## config.mk

```make
export PLATFORM = sky130hd
export DESIGN_NAME = hdcr_config
export DESIGN_NICKNAME = d
export VERILOG_FILES = /design/src/design/hdcr_pkg.sv /design/src/design/hdcr_config.sv
export VERILOG_INCLUDE_DIRS = /design/src /design/src/design
export SDC_FILE = /design/constraint.sdc
export NUM_CORES = 1
export LEC_CHECK = 0
export ABC_AREA = 1
export BUFFER_PORTS_ARGS = -buffer_cell sky130_fd_sc_hd__buf_2
export CELL_PAD_IN_SITES_DETAIL_PLACEMENT = 0
export CELL_PAD_IN_SITES_GLOBAL_PLACEMENT = 1
export CORE_MARGIN = 5
export CORE_UTILIZATION = 40
export CTS_BUF_LIST = sky130_fd_sc_hd__clkbuf_4 sky130_fd_sc_hd__clkbuf_8
export DETAILED_ROUTE_END_ITERATION = 7
export GPL_TIMING_DRIVEN = 0
export PLACE_DENSITY = 0.95
export REMOVE_ABC_BUFFERS = 1
export SLEW_MARGIN = 20
export SYNTH_ARGS = -nofsm -noshare
export SYNTH_HDL_FRONTEND = slang
export SYNTH_SLANG_ARGS = --single-unit
```

## constraint.sdc

```tcl
create_clock -name clock -period 2.65 [get_ports clock]
set_clock_uncertainty 0.1 [all_clocks]
set_input_delay 0.53 -clock clock [delete_from_list [all_inputs] [get_ports clock]]
set_output_delay 0.53 -clock clock [all_outputs]
set_load 0.01 [all_outputs]
```

## src/design/hdcr_regs.svh

```systemverilog
// offsets, field positions and reset values of the device feature config register
`ifndef HDCR_REGS_SVH
`define HDCR_REGS_SVH
`define HDCR_CFG_OFFSET 8'h05
`define HDCR_BIT_STR_WE 7
`define HDCR_BIT_SER_WE 6
`define HDCR_BIT_LPM_DIS 5
`define HDCR_BIT_RSVD4 4
`define HDCR_BIT_GANGED 3
`define HDCR_BIT_RPT_N 2
`define HDCR_BIT_RSVD1 1
`define HDCR_BIT_RSVD0 0
`define HDCR_CFG_RESET 8'h10
`define HDCR_NUM_PORTS 4
`endif

```

## src/design/hdcr_pkg.sv

```systemverilog
// types shared by the device feature config register
package hdcr_pkg;
  typedef logic [7:0] hdcr_byte_t;
  typedef logic [3:0] hdcr_ports_t;
  typedef enum logic [1:0] {
    hdcr_st_reset = 2'b00,
    hdcr_st_strap = 2'b01,
    hdcr_st_run   = 2'b10
  } hdcr_state_e;
endpackage

```

## src/design/hdcr_config.sv

```systemverilog
// device feature config register of a four-port hub, with strap capture and gates
`timescale 1ns/100ps
`include "hdcr_regs.svh"
module hdcr_config
  import hdcr_pkg::*;
(
  // clock and reset
  input wire logic clock,
  input wire logic reset,
  input wire logic clock_enable,
  // register port (SMBus slave or EEPROM loader side)
  input wire logic reg_write,
  input wire logic reg_read,
  input wire logic [7:0] reg_addr,
  input wire logic [7:0] reg_wdata,
  input wire logic reg_from_eeprom,
  input wire logic i2c_mode,
  output logic [7:0] reg_rdata,
  // protected string register write requests
  input wire logic string_write_req,
  input wire logic serial_write_req,
  output logic string_write_grant,
  output logic serial_write_grant,
  // link power management
  input wire logic force_accept_lmp,
  input wire logic upstream_disconnect,
  output logic link_low_power_allow,
  // strap pins
  input wire logic power_scheme_strap_pin,
  input wire logic status_report_strap_pin,
  // port power
  input wire logic [3:0] port_power_request,
  output logic [3:0] port_power_control_pins,
  output logic power_status_report_en
);

  hdcr_state_e state_reg, state_next;
  logic string_write_enable;
  logic serial_string_write_enable;
  logic link_low_power_disable;
  logic power_scheme_ganged;
  logic power_status_report_n;
  logic rsvd_rw_bit;
  logic force_seen_reg;
  logic [2:0] scheme_sync_reg;
  logic [2:0] report_sync_reg;
  logic scheme_level_reg;
  logic report_level_reg;
  // reset pattern as a byte; string_write_enable takes its bit by position, the other fields reset to zero
  localparam hdcr_byte_t cfg_reset_value = `HDCR_CFG_RESET;

  // decode of the register port
  wire cfg_hit = reg_addr == `HDCR_CFG_OFFSET;
  // eeprom loads only in i2c mode, host writes only in smbus mode
  wire src_ok = reg_from_eeprom ? i2c_mode : !i2c_mode;
  wire cfg_wr = clock_enable && reg_write && cfg_hit && src_ok &&
                state_reg == hdcr_st_run;
  wire strap_take = state_reg == hdcr_st_strap;

  // assembled read value, reserved bits 4 and 0 fixed, reserved bit 1 read/write
  wire [7:0] cfg_value = {string_write_enable, serial_string_write_enable,
                          link_low_power_disable, 1'b1,
                          power_scheme_ganged, power_status_report_n,
                          rsvd_rw_bit, 1'b0};

  // strap pins cross in by three flops; change counts when last two agree
  always_ff @(posedge clock or posedge reset) begin
    if (reset) begin
      scheme_sync_reg <= 3'h0;
      report_sync_reg <= 3'h0;
      scheme_level_reg <= 1'b0;
      report_level_reg <= 1'b0;
    end else if (clock_enable) begin
      scheme_sync_reg <= {scheme_sync_reg[1:0], power_scheme_strap_pin};
      report_sync_reg <= {report_sync_reg[1:0], status_report_strap_pin};
      if (scheme_sync_reg[2] == scheme_sync_reg[1]) begin
        scheme_level_reg <= scheme_sync_reg[2];
      end
      if (report_sync_reg[2] == report_sync_reg[1]) begin
        report_level_reg <= report_sync_reg[2];
      end
    end
  end

  // sequencer: wait for synchroniser to fill, then latch straps once
  always_comb begin
    case (state_reg)
      hdcr_st_reset: state_next = hdcr_st_strap;
      hdcr_st_strap: state_next = hdcr_st_run;
      hdcr_st_run: state_next = hdcr_st_run;
      default: state_next = hdcr_st_reset;
    endcase
  end

  // next-state logic alone leaves the reset state after one cycle; the strap filter needs three to settle,
  // so the sequencer counts those before the latch
  logic [1:0] settle_reg;
  wire settle_done = settle_reg == 2'h3;
  always_ff @(posedge clock or posedge reset) begin
    if (reset) begin
      settle_reg <= 2'h0;
      state_reg <= hdcr_st_reset;
    end else if (clock_enable) begin
      if (!settle_done) begin
        settle_reg <= settle_reg + 2'h1;
      end
      if (settle_done || state_reg != hdcr_st_reset) begin
        state_reg <= state_next;
      end
    end
  end

  // configuration bits
  always_ff @(posedge clock or posedge reset) begin
    if (reset) begin
      string_write_enable <= cfg_reset_value[`HDCR_BIT_STR_WE];
      serial_string_write_enable <= 1'b0;
      link_low_power_disable <= 1'b0;
      power_scheme_ganged <= 1'b0;
      power_status_report_n <= 1'b0;
      rsvd_rw_bit <= 1'b0;
    end else if (strap_take && clock_enable) begin
      power_scheme_ganged <= scheme_level_reg;
      power_status_report_n <= report_level_reg;
    end else if (cfg_wr) begin
      string_write_enable <= reg_wdata[`HDCR_BIT_STR_WE];
      serial_string_write_enable <= reg_wdata[`HDCR_BIT_SER_WE];
      link_low_power_disable <= reg_wdata[`HDCR_BIT_LPM_DIS];
      power_scheme_ganged <= reg_wdata[`HDCR_BIT_GANGED];
      power_status_report_n <= reg_wdata[`HDCR_BIT_RPT_N];
      rsvd_rw_bit <= reg_wdata[`HDCR_BIT_RSVD1];
    end
  end

  // forced accept sticks until reset or upstream disconnect
  always_ff @(posedge clock or posedge reset) begin
    if (reset) begin
      force_seen_reg <= 1'b0;
    end else if (clock_enable) begin
      if (force_accept_lmp) begin
        force_seen_reg <= 1'b1;
      end else if (upstream_disconnect) begin
        force_seen_reg <= 1'b0;
      end
    end
  end

  // port power: ganged follows port 1 request on all pins
  wire [3:0] power_next = power_scheme_ganged ? {4{port_power_request[0]}} :
                          port_power_request;
  wire lpm_allow_next = !link_low_power_disable || force_seen_reg || force_accept_lmp;

  // registered outputs
  always_ff @(posedge clock or posedge reset) begin
    if (reset) begin
      reg_rdata <= 8'h00;
      string_write_grant <= 1'b0;
      serial_write_grant <= 1'b0;
      link_low_power_allow <= 1'b0;
      port_power_control_pins <= 4'h0;
      power_status_report_en <= 1'b0;
    end else if (clock_enable) begin
      // unmapped reads answer zero
      reg_rdata <= (reg_read && cfg_hit) ? cfg_value : 8'h00;
      string_write_grant <= string_write_req && string_write_enable;
      serial_write_grant <= serial_write_req && serial_string_write_enable;
      link_low_power_allow <= lpm_allow_next;
      port_power_control_pins <= power_next;
      power_status_report_en <= !power_status_report_n;
    end
  end
endmodule // hdcr_config

```

---- Yosys cells after proc, flatten, opt, wreduce, memory -nomap -nowiden ----
Index checks and enable logic that the tools add are counted.
operators by class
  $add $sub $neg .......................... 1
  multiply operators ...................... 0
  divide/modulo/power cells ............... 0
  order comparisons ....................... 0
  eq/ne operators ......................... 6
  shift-type cells ........................ 0
  mux-type cells .......................... 10
  bitwise logic cells ..................... 2
  reductions and logical operators ........ 25
operator list
  kind                 count
  $reduce_and 2->1     6
  $eq 8x3->1 const B   1
  $logic_and 1x1->1    8
  $mux 8               1
  $mux 1               7
  $reduce_bool 2->1    3
  $eq 2x2->1 const B   2
  $mux 4               1
  $pmux 2 s2           1
  $logic_not 1->1      3
  $logic_or 1x1->1     3
  $add 2x1->2 const B  1
  $eq 1x1->1           2
  $eq 2x1->1 const B   1
  $logic_not 2->1      1
  $not 1->1            2
  $reduce_or 2->1      1
storage, ports and cells
  register bits after elaboration ......... 35
  latch bits .............................. 0
  RAM bits ................................ 0
  ROM bits ................................ 0
  bits of input ports ..................... 33
  output and inout port bits .............. 16
  word-level logic and storage cells ...... 63
  memories ................................ 0

---- Logic depth before layout (Yosys ltp) ----
Gate-level depths: netlist of run 1.
  depth in word-level cells ............... 6
  mapped depth ............................ 8
  depth with buffers taken out ............ 8

---- Worst setup path before layout of run 1 ----
No wires, ideal clock.
  path kind ............................... input -> register
  start ................................... input port clock_enable
  end ..................................... register settle_reg[1]
  setup time .............................. 0.125 ns
  arrival time ............................ 1.229 ns
  required time ........................... 2.425 ns
  path slack .............................. 1.196 ns
  cell stages on the path ................. 4
  buffers on the path ..................... 1
  cell sequence ........................... buf_4 -> inv_2 -> or2_4 -> mux2_4
on the way
  longest elaborated chain between the ends .. 1
ends and longest elaborated chain
  what                        RTL line            text
  start: declaration          hdcr_config.sv:10   input wire logic clock_enable,
  $reduce_and 2->1 (no line)  -
  end signal: assignment      hdcr_config.sv:105  settle_reg <= settle_reg + 2'h1;
  end: declaration            hdcr_config.sv:97   logic [1:0] settle_reg;
No other way between the ends.
A chain may end at the register's enable or synchronous reset.

---- Final worst setup path of run 1 ----
Ends and elaborated chain as after synthesis.

==> results.md, run 1 <==
- Outcome: finished clean
- Clk sinks: 34
- # port buffers: 45
- Post-DRT Antenna Nets: 0
- HP Class: input pin to asynchronous set/reset pin
- Setup CP Type: input pin to register
- Power Total: 1.329 mW
- GPL Wtd Cong: approximately 0.74
- Avg Cell Area, Syn: about 8.6 um^2
- Final period util: 0.6873
- Post-Syn Area: ~1500 um^2
- Top flop regs: reg_rdata x7, port_power_control_pins x4
- Final Hold Fails: 0
- Net count, final: 258
- Hold_buf cts: 0
- Total routing usage reported by global routing: 0.1330
- Distinct cells, synth: 20
- Initial Utilization: 0.4152
- Register-to-register setup slack: 1.05 ns
- Sequential area share after synthesis: 0.5597
- Top reg by flops: reg_rdata
- Maximum buffer depth of the clock tree: 2
- Pwr/cell area: about 700 nW/um^2
- Wirelength per Cell: 11.76 um
- Non-Filler Instances: 270
- Routed via count: 1258
- Diode count: 0
- Vias in the first global route: between 1000 and 1500
- Crit path DAT: roughly 1.9 ns
- Dpl cells: 262
- Worst Max-Slew Pin Slew: 0.7679 ns
- Post-CTS sizing: 0
- Most common cell after layout, fill and taps aside: nand2_1
- Critical path launch point type: input pin
- Layout cell share with drive strength beyond 1: 0.2658
- Slew HR: 0.4861
- Clk_lat worst skew: 0.28 ns
- Post-CTS Setup Bufs: 0
- Largest net degree at the start of global routing: 35
- RSZ-0062 raised after global routing: no
- Die Span Y: 71.65 um
- Fin. max-slew vios: 0
- Final setup violation count: 0
- Synthesis-to-layout area growth: 22.30%
- Placement Rows: 22
- CTS root buffer: clkbuf_8
- Yosys warning count: 0
- CTS tree: yes
- Num CTS Buffers: 5
- Post-DP HPWL: roughly 2.2 mm
- Critical-path maximum fanout: 27
- Minimum clock period: ~1.8 ns
- Fmax: between 500 and 600 MHz
- Seq cells post-synth: 34
- Final setup TNS: 0 ns
- Cells after synthesis: ~180
- Pre-Repair DR Iteration Count: 4
- Initial antenna violation count: 0
- Max reg flops: 7
- Residual DRC: 0
- CP required: 2.72 ns
- Peak supply drop: just under 400 uV
- Die Footprint: 5134 um^2
- Max_cap viols: 0
- Overflow left after global routing: 0
- Routed WL: 3.175 mm
- DR iter-0 viols: 100
- Placeable Area: ~3700 um^2
- Vias per inst: between 4 and 5
- CP Capture Type: register
- Commonest non-fill, non-tap cells in the layout: 68 x nand2_1, 45 x buf_2, 34 x dfrtp_1
- First-pass GRT wire length: 5.402 mm
- Leak pwr: ~1.1 nW
- IO Pins: 49
- Reg clk slew, reported paths: roughly 0.07 ns
- Die Wd: 71.65 um
- H-tree Lvls: 2
==> per-stage QoR <==
step | util | hold slack [ns] | setup WS, ns | area, um^2
global placement | 0.4819 | 0.3530 | 0.5328 | 1764
global route | 0.5079 | 0.3214 | 0.6429 | 1859
floorplan | - | 0.3417 | 0.9750 | 1479
detailed placement | 0.4819 | 0.3588 | 0.5396 | 1764
CTS | 0.5079 | 0.2800 | 0.8492 | 1859
finish | 0.5079 | 0.2587 | 0.8285 | 1859
==> routing by layer <==
layer,vias to the layer above,track usage,part of all wire
met5,-,0,0
met4,0,0.03758,0.012
met3,3,0.05049,0.090
met2,44,0.2010,0.43
met1,561,0.1780,0.47
li1,650,-,-
==> worst paths after layout <==
| kind | startpoint | to | depth (start not counted) |
|---|---|---|---|
| min in group clock | status_report_strap_pin | report_sync_reg[0] | 3 |
| max in group asynchronous | reset | port_power_control_pins[0] | 2 |
| max reg2reg | state_reg[0] | string_write_enable | 7 |
| min | reset | state_reg[1] | 2 |
| min reg2reg | scheme_sync_reg[1] | scheme_sync_reg[1] | 2 |
| max | clock_enable | settle_reg[1] | 4 |
==> final cells by class <==
type                            instances  area, um^2
Clock buffer                            7       90.09
Clock inverter                          1       5.005
Fill cell                             348        1802
Inverter                               11       41.29
Multi-Input combinational cell        124       586.8
Sequential cell                        34       850.8
Tap cell                               48       60.06
Timing Repair Buffer                   45       225.2
==> cells by family after synthesis <==
logic type / after synthesis / share of synthesized area
AOI/OAI and AO/OA: 15 / 0.05268
xor gates and xnor gates: 1 / 0.005762
muxes: 1 / 0.009874
other: 1 / 0.002467
DFF: 34 / 0.5597
and+or+nand+nor: 102 / 0.2823
adders and majority gates: 4 / 0.03292
buffers and inverters: 18 / 0.05431
==> worst max-delay path: stages <==
cell and delay, ns:
buf_2 0.42, inv_2 0.31, or2_4 0.33, mux2_4 0.29
==> synthesized netlist by cell type <==
cell	n	area, um^2
a21oi_1	6	30.03
a21oi_2	1	8.760
a31oi_1	1	6.260
buf_2	3	15.01
buf_4	3	22.52
clkbuf_1	1	3.750
conb_1	1	3.750
dfrtp_1	34	850.8
ha_1	4	50.05
inv_1	10	37.54
inv_2	1	3.750
mux2_4	1	15.01
nand2_1	68	255.2
nand3_1	8	40.04
nand3_2	1	10.01
nand4_1	10	62.56
nor2_1	14	52.55
o21ai_0	7	35.03
or2_4	1	8.760
xnor2_1	1	8.760
==> where the power goes <==
group          switching, mW  total, mW  internal, mW  leakage, nW
logic                  0.151      0.276         0.125        0.566
registers             0.0540      0.655         0.601        0.433
clock network          0.179      0.398         0.220       0.0517
total                  0.383       1.33         0.946         1.05
Note: power is estimated with default switching activity, not from simulation.
==> run 2, diff against run 1 <==
--- a/config.mk
+++ b/config.mk
@@ -11,11 +11,11 @@
 export CELL_PAD_IN_SITES_DETAIL_PLACEMENT = 0
 export CELL_PAD_IN_SITES_GLOBAL_PLACEMENT = 1
 export CORE_MARGIN = 5
-export CORE_UTILIZATION = 40
+export CORE_UTILIZATION = 38
 export CTS_BUF_LIST = sky130_fd_sc_hd__clkbuf_4 sky130_fd_sc_hd__clkbuf_8
 export DETAILED_ROUTE_END_ITERATION = 7
 export GPL_TIMING_DRIVEN = 0
-export PLACE_DENSITY = 0.95
+export PLACE_DENSITY = 0.92
 export REMOVE_ABC_BUFFERS = 1
 export SLEW_MARGIN = 20
 export SYNTH_ARGS = -nofsm -noshare
==> constraint.sdc (replaced) <==
create_clock -name clock -period 1.85 [get_ports clock]
set_clock_uncertainty 0.1 [all_clocks]
set_input_delay 0.37 -clock clock [delete_from_list [all_inputs] [get_ports clock]]
set_output_delay 0.37 -clock clock [all_outputs]
set_load 0.01 [all_outputs]
==> results.md, run 2 (synthesis gave the netlist of run 1 again) <==
- Die Footprint: 5366 um^2 (was 5134 um^2)
- Clk sinks: 34 (unchanged)
- Filler Cells Inserted: 396 (was 348)
- HP Class: input pin to asynchronous set/reset pin (unchanged)
- Residual DRC: 0 (unchanged)
- Power Total: 1.910 mW (was 1.329 mW)
- Commonest non-fill, non-tap cells in the layout: 68 x nand2_1, 45 x buf_2, 34 x dfrtp_1 (unchanged)
- Layout cell share with drive strength beyond 1: 0.2703 (was 0.2658)
- CTS tree: yes (unchanged)
- Leak pwr: 1.050 nW (was 1.051 nW)
- Top flop regs: reg_rdata x7, port_power_control_pins x4 (unchanged)
- Outcome: finished clean (unchanged)
- Initial Utilization: 0.3856 (was 0.4152)
- Peak supply drop: 447.8 uV (was 386.3 uV)
- Post-CTS Setup Bufs: 0 (unchanged)
- Overflow left after global routing: 0 (unchanged)
- Pre-Repair DR Iteration Count: 4 (unchanged)
- Final Hold Fails: 0 (unchanged)
- Clk_lat worst skew: 0.29 ns (was 0.28 ns)
- Critical-path maximum fanout: 27 (unchanged)
- CP required: 1.92 ns (was 2.72 ns)
- GPL Wtd Cong: 0.7048 (was 0.7386)
- Crit path DAT: 1.72 ns (was 1.89 ns)
- Post-DP HPWL: 2.279 mm (was 2.217 mm)
- Routed WL: 3.191 mm (was 3.175 mm)
- Wirelength per Cell: 11.73 um (was 11.76 um)
- Post-DRT Antenna Nets: 0 (unchanged)
- Critical path launch point type: input pin (unchanged)
- Net count, final: 258 (unchanged)
- Final period util: 0.8905
- Fmax: 607.0 MHz
- Placeable Area: 3943 um^2 (was 3661 um^2)
- Routed via count: 1280 (was 1258)
- Setup CP Type: input pin to register (unchanged)
- Worst Max-Slew Pin Slew: 0.7057 ns (was 0.7679 ns)
- Dpl cells: 264 (was 262)
- Worst r2r src: state_reg[0] (unchanged)
- Diode count: 0 (unchanged)
- # port buffers: 45 (unchanged)
- Max reg flops: 7 (unchanged)
- H-tree Lvls: 2 (unchanged)
- RSZ-0062 raised after global routing: no (unchanged)
- Final setup violation count: 0 (unchanged)
- Vias per inst: 4.706 (was 4.659)
- Placement Rows: 23 (was 22)
- Most common cell after layout, fill and taps aside: nand2_1 (unchanged)
- Die Span Y: 73.25 um (was 71.65 um)
- Vias in the first global route: 1269 (was 1212)
- Initial antenna violation count: 0 (unchanged)
- RR Endpoint: link_low_power_disable (was string_write_enable)
- Max_cap viols: 0 (unchanged)
- Minimum clock period: between 1.5 and 2 ns
- Final WS setup: 0.2026 ns (was 0.8285 ns)
- Top reg by flops: reg_rdata (unchanged)
- Die Wd: 73.25 um (was 71.65 um)
- DR iter-0 viols: 83 (was 100)
- FF-to-FF path depth: 7 (unchanged)
- Synthesis-to-layout area growth: 22.63% (was 22.30%)
- Reg clk slew, reported paths: 0.07 ns (about the same)
- Largest net degree at the start of global routing: 35 (unchanged)
- Maximum buffer depth of the clock tree: 2 (unchanged)
- Total routing usage reported by global routing: 0.1321 (was 0.1330)
- Fin util: 0.4729 (was 0.5079)
- Slew HR: 0.5289 (was 0.4861)
- Register-to-register setup slack: 0.29 ns (was 1.05 ns)
- Fin. max-slew vios: 0 (unchanged)
- CP Capture Type: register (unchanged)
- Pwr/cell area: 1024 nW/um^2 (was 714.8 nW/um^2)
- Non-Filler Instances: 272 (was 270)
- CTS root buffer: clkbuf_8 (unchanged)
- First-pass GRT wire length: 5.478 mm (was 5.402 mm)
- IO Pins: 49 (unchanged)
- Dpl ws: -0.1319 ns (was 0.5396 ns)
- Num CTS Buffers: 5 (unchanged)
-- run 2: per-stage QoR --
step	hold slack (ns)	TNS, ns	cell area, um^2
2_1_floorplan	0.3417	0	1479
3_3_place_gp	0.3510	-0.5369	1767
3_5_place_dp	0.3579	-0.6586	1767
4_1_cts	0.1218	0	1862
5_1_grt	0.1647	0	1864
6_report	0.09244	0	1864
-- run 2: worst max-delay path: stages --
cell and delay, ns:
buf_2 0.42, inv_2 0.31, or2_4 0.32, mux2_4 0.29
-- run 2: final cells by class --
type | instances | area, um^2 | area share
flip-flops and latches | 34 | 850.8 | 0.4564
multi-input cells | 124 | 589.3 | 0.3161
repair buffers | 45 | 225.2 | 0.1208
clock buffers | 7 | 90.09 | 0.04832
well taps | 50 | 62.56 | 0.03356
inverters | 11 | 41.29 | 0.02215
clock inverters | 1 | 5.005 | 0.002685
-- run 2: metal layers --
| layer | routed length [um] | share of wire | vias up | GRT usage |
|---|---|---|---|---|
| li1 | - | - | 652 | - |
| met1 | 1387 | 0.43 | 581 | 0.1566 |
| met2 | 1467 | 0.46 | 43 | 0.2264 |
| met3 | 289 | 0.091 | 4 | 0.03694 |
| met4 | 46 | 0.014 | 0 | 0.04918 |
| met5 | 0 | 0 | - | 0 |
-- run 2: worst max path at each step --
stage	start	to	slack (ns)
5_1_grt	clock_enable	settle_reg[1]	0.09
3_3_place_gp	clock_enable	settle_reg[1]	-0.11
6_report	clock_enable	settle_reg[1]	0.20
4_1_cts	reg_addr[5]	link_low_power_disable	0.17
3_5_place_dp	reg_addr[5]	link_low_power_disable	-0.13
2_1_floorplan	reg_addr[0]	link_low_power_disable	0.34
-- run 2: timing repair --
| action | CTS | global route |
|---|---|---|
| resized for setup | 0 | 1 |
| hold buffers | 0 | 0 |
| setup endpoints to repair | 0 | 4 |
-- run 2: where the power goes --
group | internal (mW) | switching (mW) | total, mW
clock network | 0.315 | 0.261 | 0.575
registers | 0.861 | 0.0729 | 0.934
logic | 0.180 | 0.221 | 0.401
==> run 3, diff against run 2 <==
--- a/config.mk
+++ b/config.mk
@@ -7,7 +7,7 @@
 export NUM_CORES = 1
 export LEC_CHECK = 0
 export ABC_AREA = 1
-export BUFFER_PORTS_ARGS = -buffer_cell sky130_fd_sc_hd__buf_2
+export BUFFER_PORTS_ARGS = -buffer_cell sky130_fd_sc_hd__buf_4
 export CELL_PAD_IN_SITES_DETAIL_PLACEMENT = 0
 export CELL_PAD_IN_SITES_GLOBAL_PLACEMENT = 1
 export CORE_MARGIN = 5
==> results.md, run 3 (synthesis gave the netlist of run 1 again) <==
- Die Span Y: 73.25 um (unchanged)
- Switching power: 0.5573 mW (was 0.5540 mW)
- DR iter-0 viols: 82 (was 83)
- Buf+Inv Stages, Crit Path: 1 (was 2)
- Most common cell after layout, fill and taps aside: nand2_1 (unchanged)
- Register-to-register setup slack: 0.32 ns (was 0.29 ns)
- Top flop regs: reg_rdata x7, port_power_control_pins x4 (unchanged)
- Initial Utilization: 0.3856 (unchanged)
- Num CTS Buffers: 5 (unchanged)
- Wirelength per Cell: 11.83 um (was 11.73 um)
- Routed via count: 1278 (was 1280)
- Crit path DAT: 1.61 ns (was 1.72 ns)
- Post-CTS Setup Bufs: 0 (unchanged)
- Hold_buf cts: 0 (unchanged)
- Post-DRT Antenna Nets: 0 (unchanged)
- Crit path max-delay family: simple AND/OR/NAND/NOR gates (was buffers and inverters)
- Crit path capture: string_write_enable (was settle_reg[1])
- Max_cap viols: 0 (unchanged)
- Largest net degree at the start of global routing: 35 (unchanged)
- Slowest cell on crit path: dfrtp_1 (was buf_2)
- Placement Rows: 23 (unchanged)
- Total routing usage reported by global routing: 0.1310 (was 0.1321)
- Top reg by flops: reg_rdata (unchanged)
- Clk sinks: 34 (unchanged)
- Fin. max-slew vios: 0 (unchanged)
- Final setup violation count: 0 (unchanged)
- Setup CP Type: register to register (was input pin to register)
- IO Pins: 49 (unchanged)
- RR Endpoint: string_write_enable (was link_low_power_disable)
- FF-to-FF path depth: 7 (unchanged)
- Most frequent cell on the critical path: nand2_1
- Critical-path maximum fanout: 6 (was 27)
- Logic pwr share: 0.195 (was 0.210)
- Initial antenna violation count: 0 (unchanged)
- Worst Max-Slew Pin Slew: 0.7103 ns (was 0.7057 ns)
- Fmax: 653.4 MHz (was 607.0 MHz)
- H-tree Lvls: 2 (unchanged)
- Placeable Area: 3943 um^2 (unchanged)
- Worst r2r src: state_reg[0] (unchanged)
- Commonest non-fill, non-tap cells in the layout: 68 x nand2_1, 45 x buf_4, 34 x dfrtp_1 (was 68 x nand2_1, 45 x buf_2, 34 x dfrtp_1)
- Vias in the first global route: 1287 (was 1269)
- CP required: 1.93 ns (was 1.92 ns)
- Routed WL: 3.218 mm (was 3.191 mm)
- Net count, final: 258 (unchanged)
- Residual DRC: 0 (unchanged)
- CTS root buffer: clkbuf_8 (unchanged)
- Vias per inst: 4.699 (was 4.706)
- Reg clk slew, reported paths: 0.07 ns (about the same)
- Post-DP HPWL: 2.292 mm (was 2.279 mm)
- Pwr/cell area: 1089 nW/um^2 (was 1024 nW/um^2)
- CTS tree: yes (unchanged)
- Diode count: 0 (unchanged)
- Critical path launch point type: register (was input pin)
- First-pass GRT wire length: 5.457 mm (was 5.478 mm)
- Synthesis-to-layout area growth: 33.17% (was 22.63%)
- Sequential Power Share: 0.424 (was 0.489)
- Crit path largest cell delay: 0.38 ns (was 0.42 ns)
- # port buffers: 45 (unchanged)
- Fin util: 0.5135 (was 0.4729)
- Worst-path cell chain: inv_1, ha_1, nand3_2, a21oi_2, nand3_1, nand2_1, nand2_1 (was buf_2, inv_2, or2_4, mux2_4)
- Minimum clock period: 1.531 ns (was 1.647 ns)
- Crit. path cell count: 7 (was 4)
- Final Hold Fails: 0 (unchanged)
- GPL Wtd Cong: 0.7018 (was 0.7048)
- Clock network fraction of total power: 0.381 (was 0.301)
- Peak supply drop: 551.7 uV (was 447.8 uV)
- RSZ-0062 raised after global routing: no (unchanged)
- Overflow left after global routing: 0 (unchanged)
- Pre-Repair DR Iteration Count: 4 (unchanged)
- Pint: 1.647 mW (was 1.356 mW)
- Slew HR: 0.5258 (was 0.5289)
- Leak pwr: 1.101 nW (was 1.050 nW)
- Outcome: finished clean (unchanged)
- Maximum buffer depth of the clock tree: 2 (unchanged)
- Die Wd: 73.25 um (unchanged)
- Layout cell share with drive strength beyond 1: 0.2703 (unchanged)
- Max reg flops: 7 (unchanged)
- CP Capture Type: register (unchanged)
- Die Footprint: 5366 um^2 (unchanged)
- Power Total: 2.205 mW (was 1.910 mW)
- Clk_lat worst skew: 0.28 ns (was 0.29 ns)
- Critical path origin: state_reg[0] (was clock_enable)
- Switching part of the total: 0.2528 (was 0.2901)
- HP Class: input pin to asynchronous set/reset pin (unchanged)
- Final period util: 0.8273 (was 0.8905)
## run 3: power by group through the flow
stage               sequential [mW]  combinational, mW  clock [mW]
floorplan                     0.946              0.266           0
global placement              0.944              0.424           0
detailed placement            0.950              0.439           0
CTS                           0.936              0.440       0.866
global route                  0.956              0.506       0.892
finish                        0.936              0.430       0.839
## run 3: stage by stage
stage	hold WS, ns	cell area [um^2]	setup TNS [ns]	std cells	setup WS (ns)
after floorplan	0.3417	1479	0	169	0.3350
after global placement	0.3516	1879	-0.5361	264	-0.1214
after detailed placement	0.3588	1879	-0.6327	264	-0.1407
after CTS	0.1182	2022	0	272	0.1842
after global routing	0.1594	2024	0	272	0.1740
final	0.1044	2024	0	272	0.3194
## run 3: area by class of cell
class                      count  area (um^2)
clock buffer                   6        82.58
clock inverter                 2        60.06
fill                         403         1918
inverter                      11        41.29
multi-input combinational    124        589.3
sequential                    34        850.8
tap                           50        62.56
timing repair buffer          45        337.8
## run 3: metal layers
layer / GRT usage / routed length, um / vias to the layer above
met2: 0.2244 / 1519 / 41
met1: 0.1509 / 1361 / 577
met3: 0.04788 / 296 / 6
met5: 0 / 0 / -
li1: - / - / 654
met4: 0.04303 / 41 / 0
## run 3: how the worst min path moves through the flow
| stage | startpoint | end | slack (ns) | cells past startpoint |
|---|---|---|---|---|
| final | reset | port_power_control_pins[1] | 0.10 | 2 |
| after global routing | reset | port_power_control_pins[3] | 0.16 | 2 |
| after CTS | reset | port_power_control_pins[3] | 0.12 | 2 |
| after detailed placement | scheme_sync_reg[1] | scheme_sync_reg[1] | 0.36 | 2 |
| after global placement | report_sync_reg[0] | report_sync_reg[1] | 0.35 | 2 |
| after floorplan | report_sync_reg[0] | report_sync_reg[0] | 0.34 | 2 |
## run 3: what timing repair did
| item | CTS | global route |
|---|---|---|
| endpoints found under the hold margin | 0 | 0 |
| endpoints found under the setup margin | 0 | 3 |
| resized for setup | 0 | 1 |
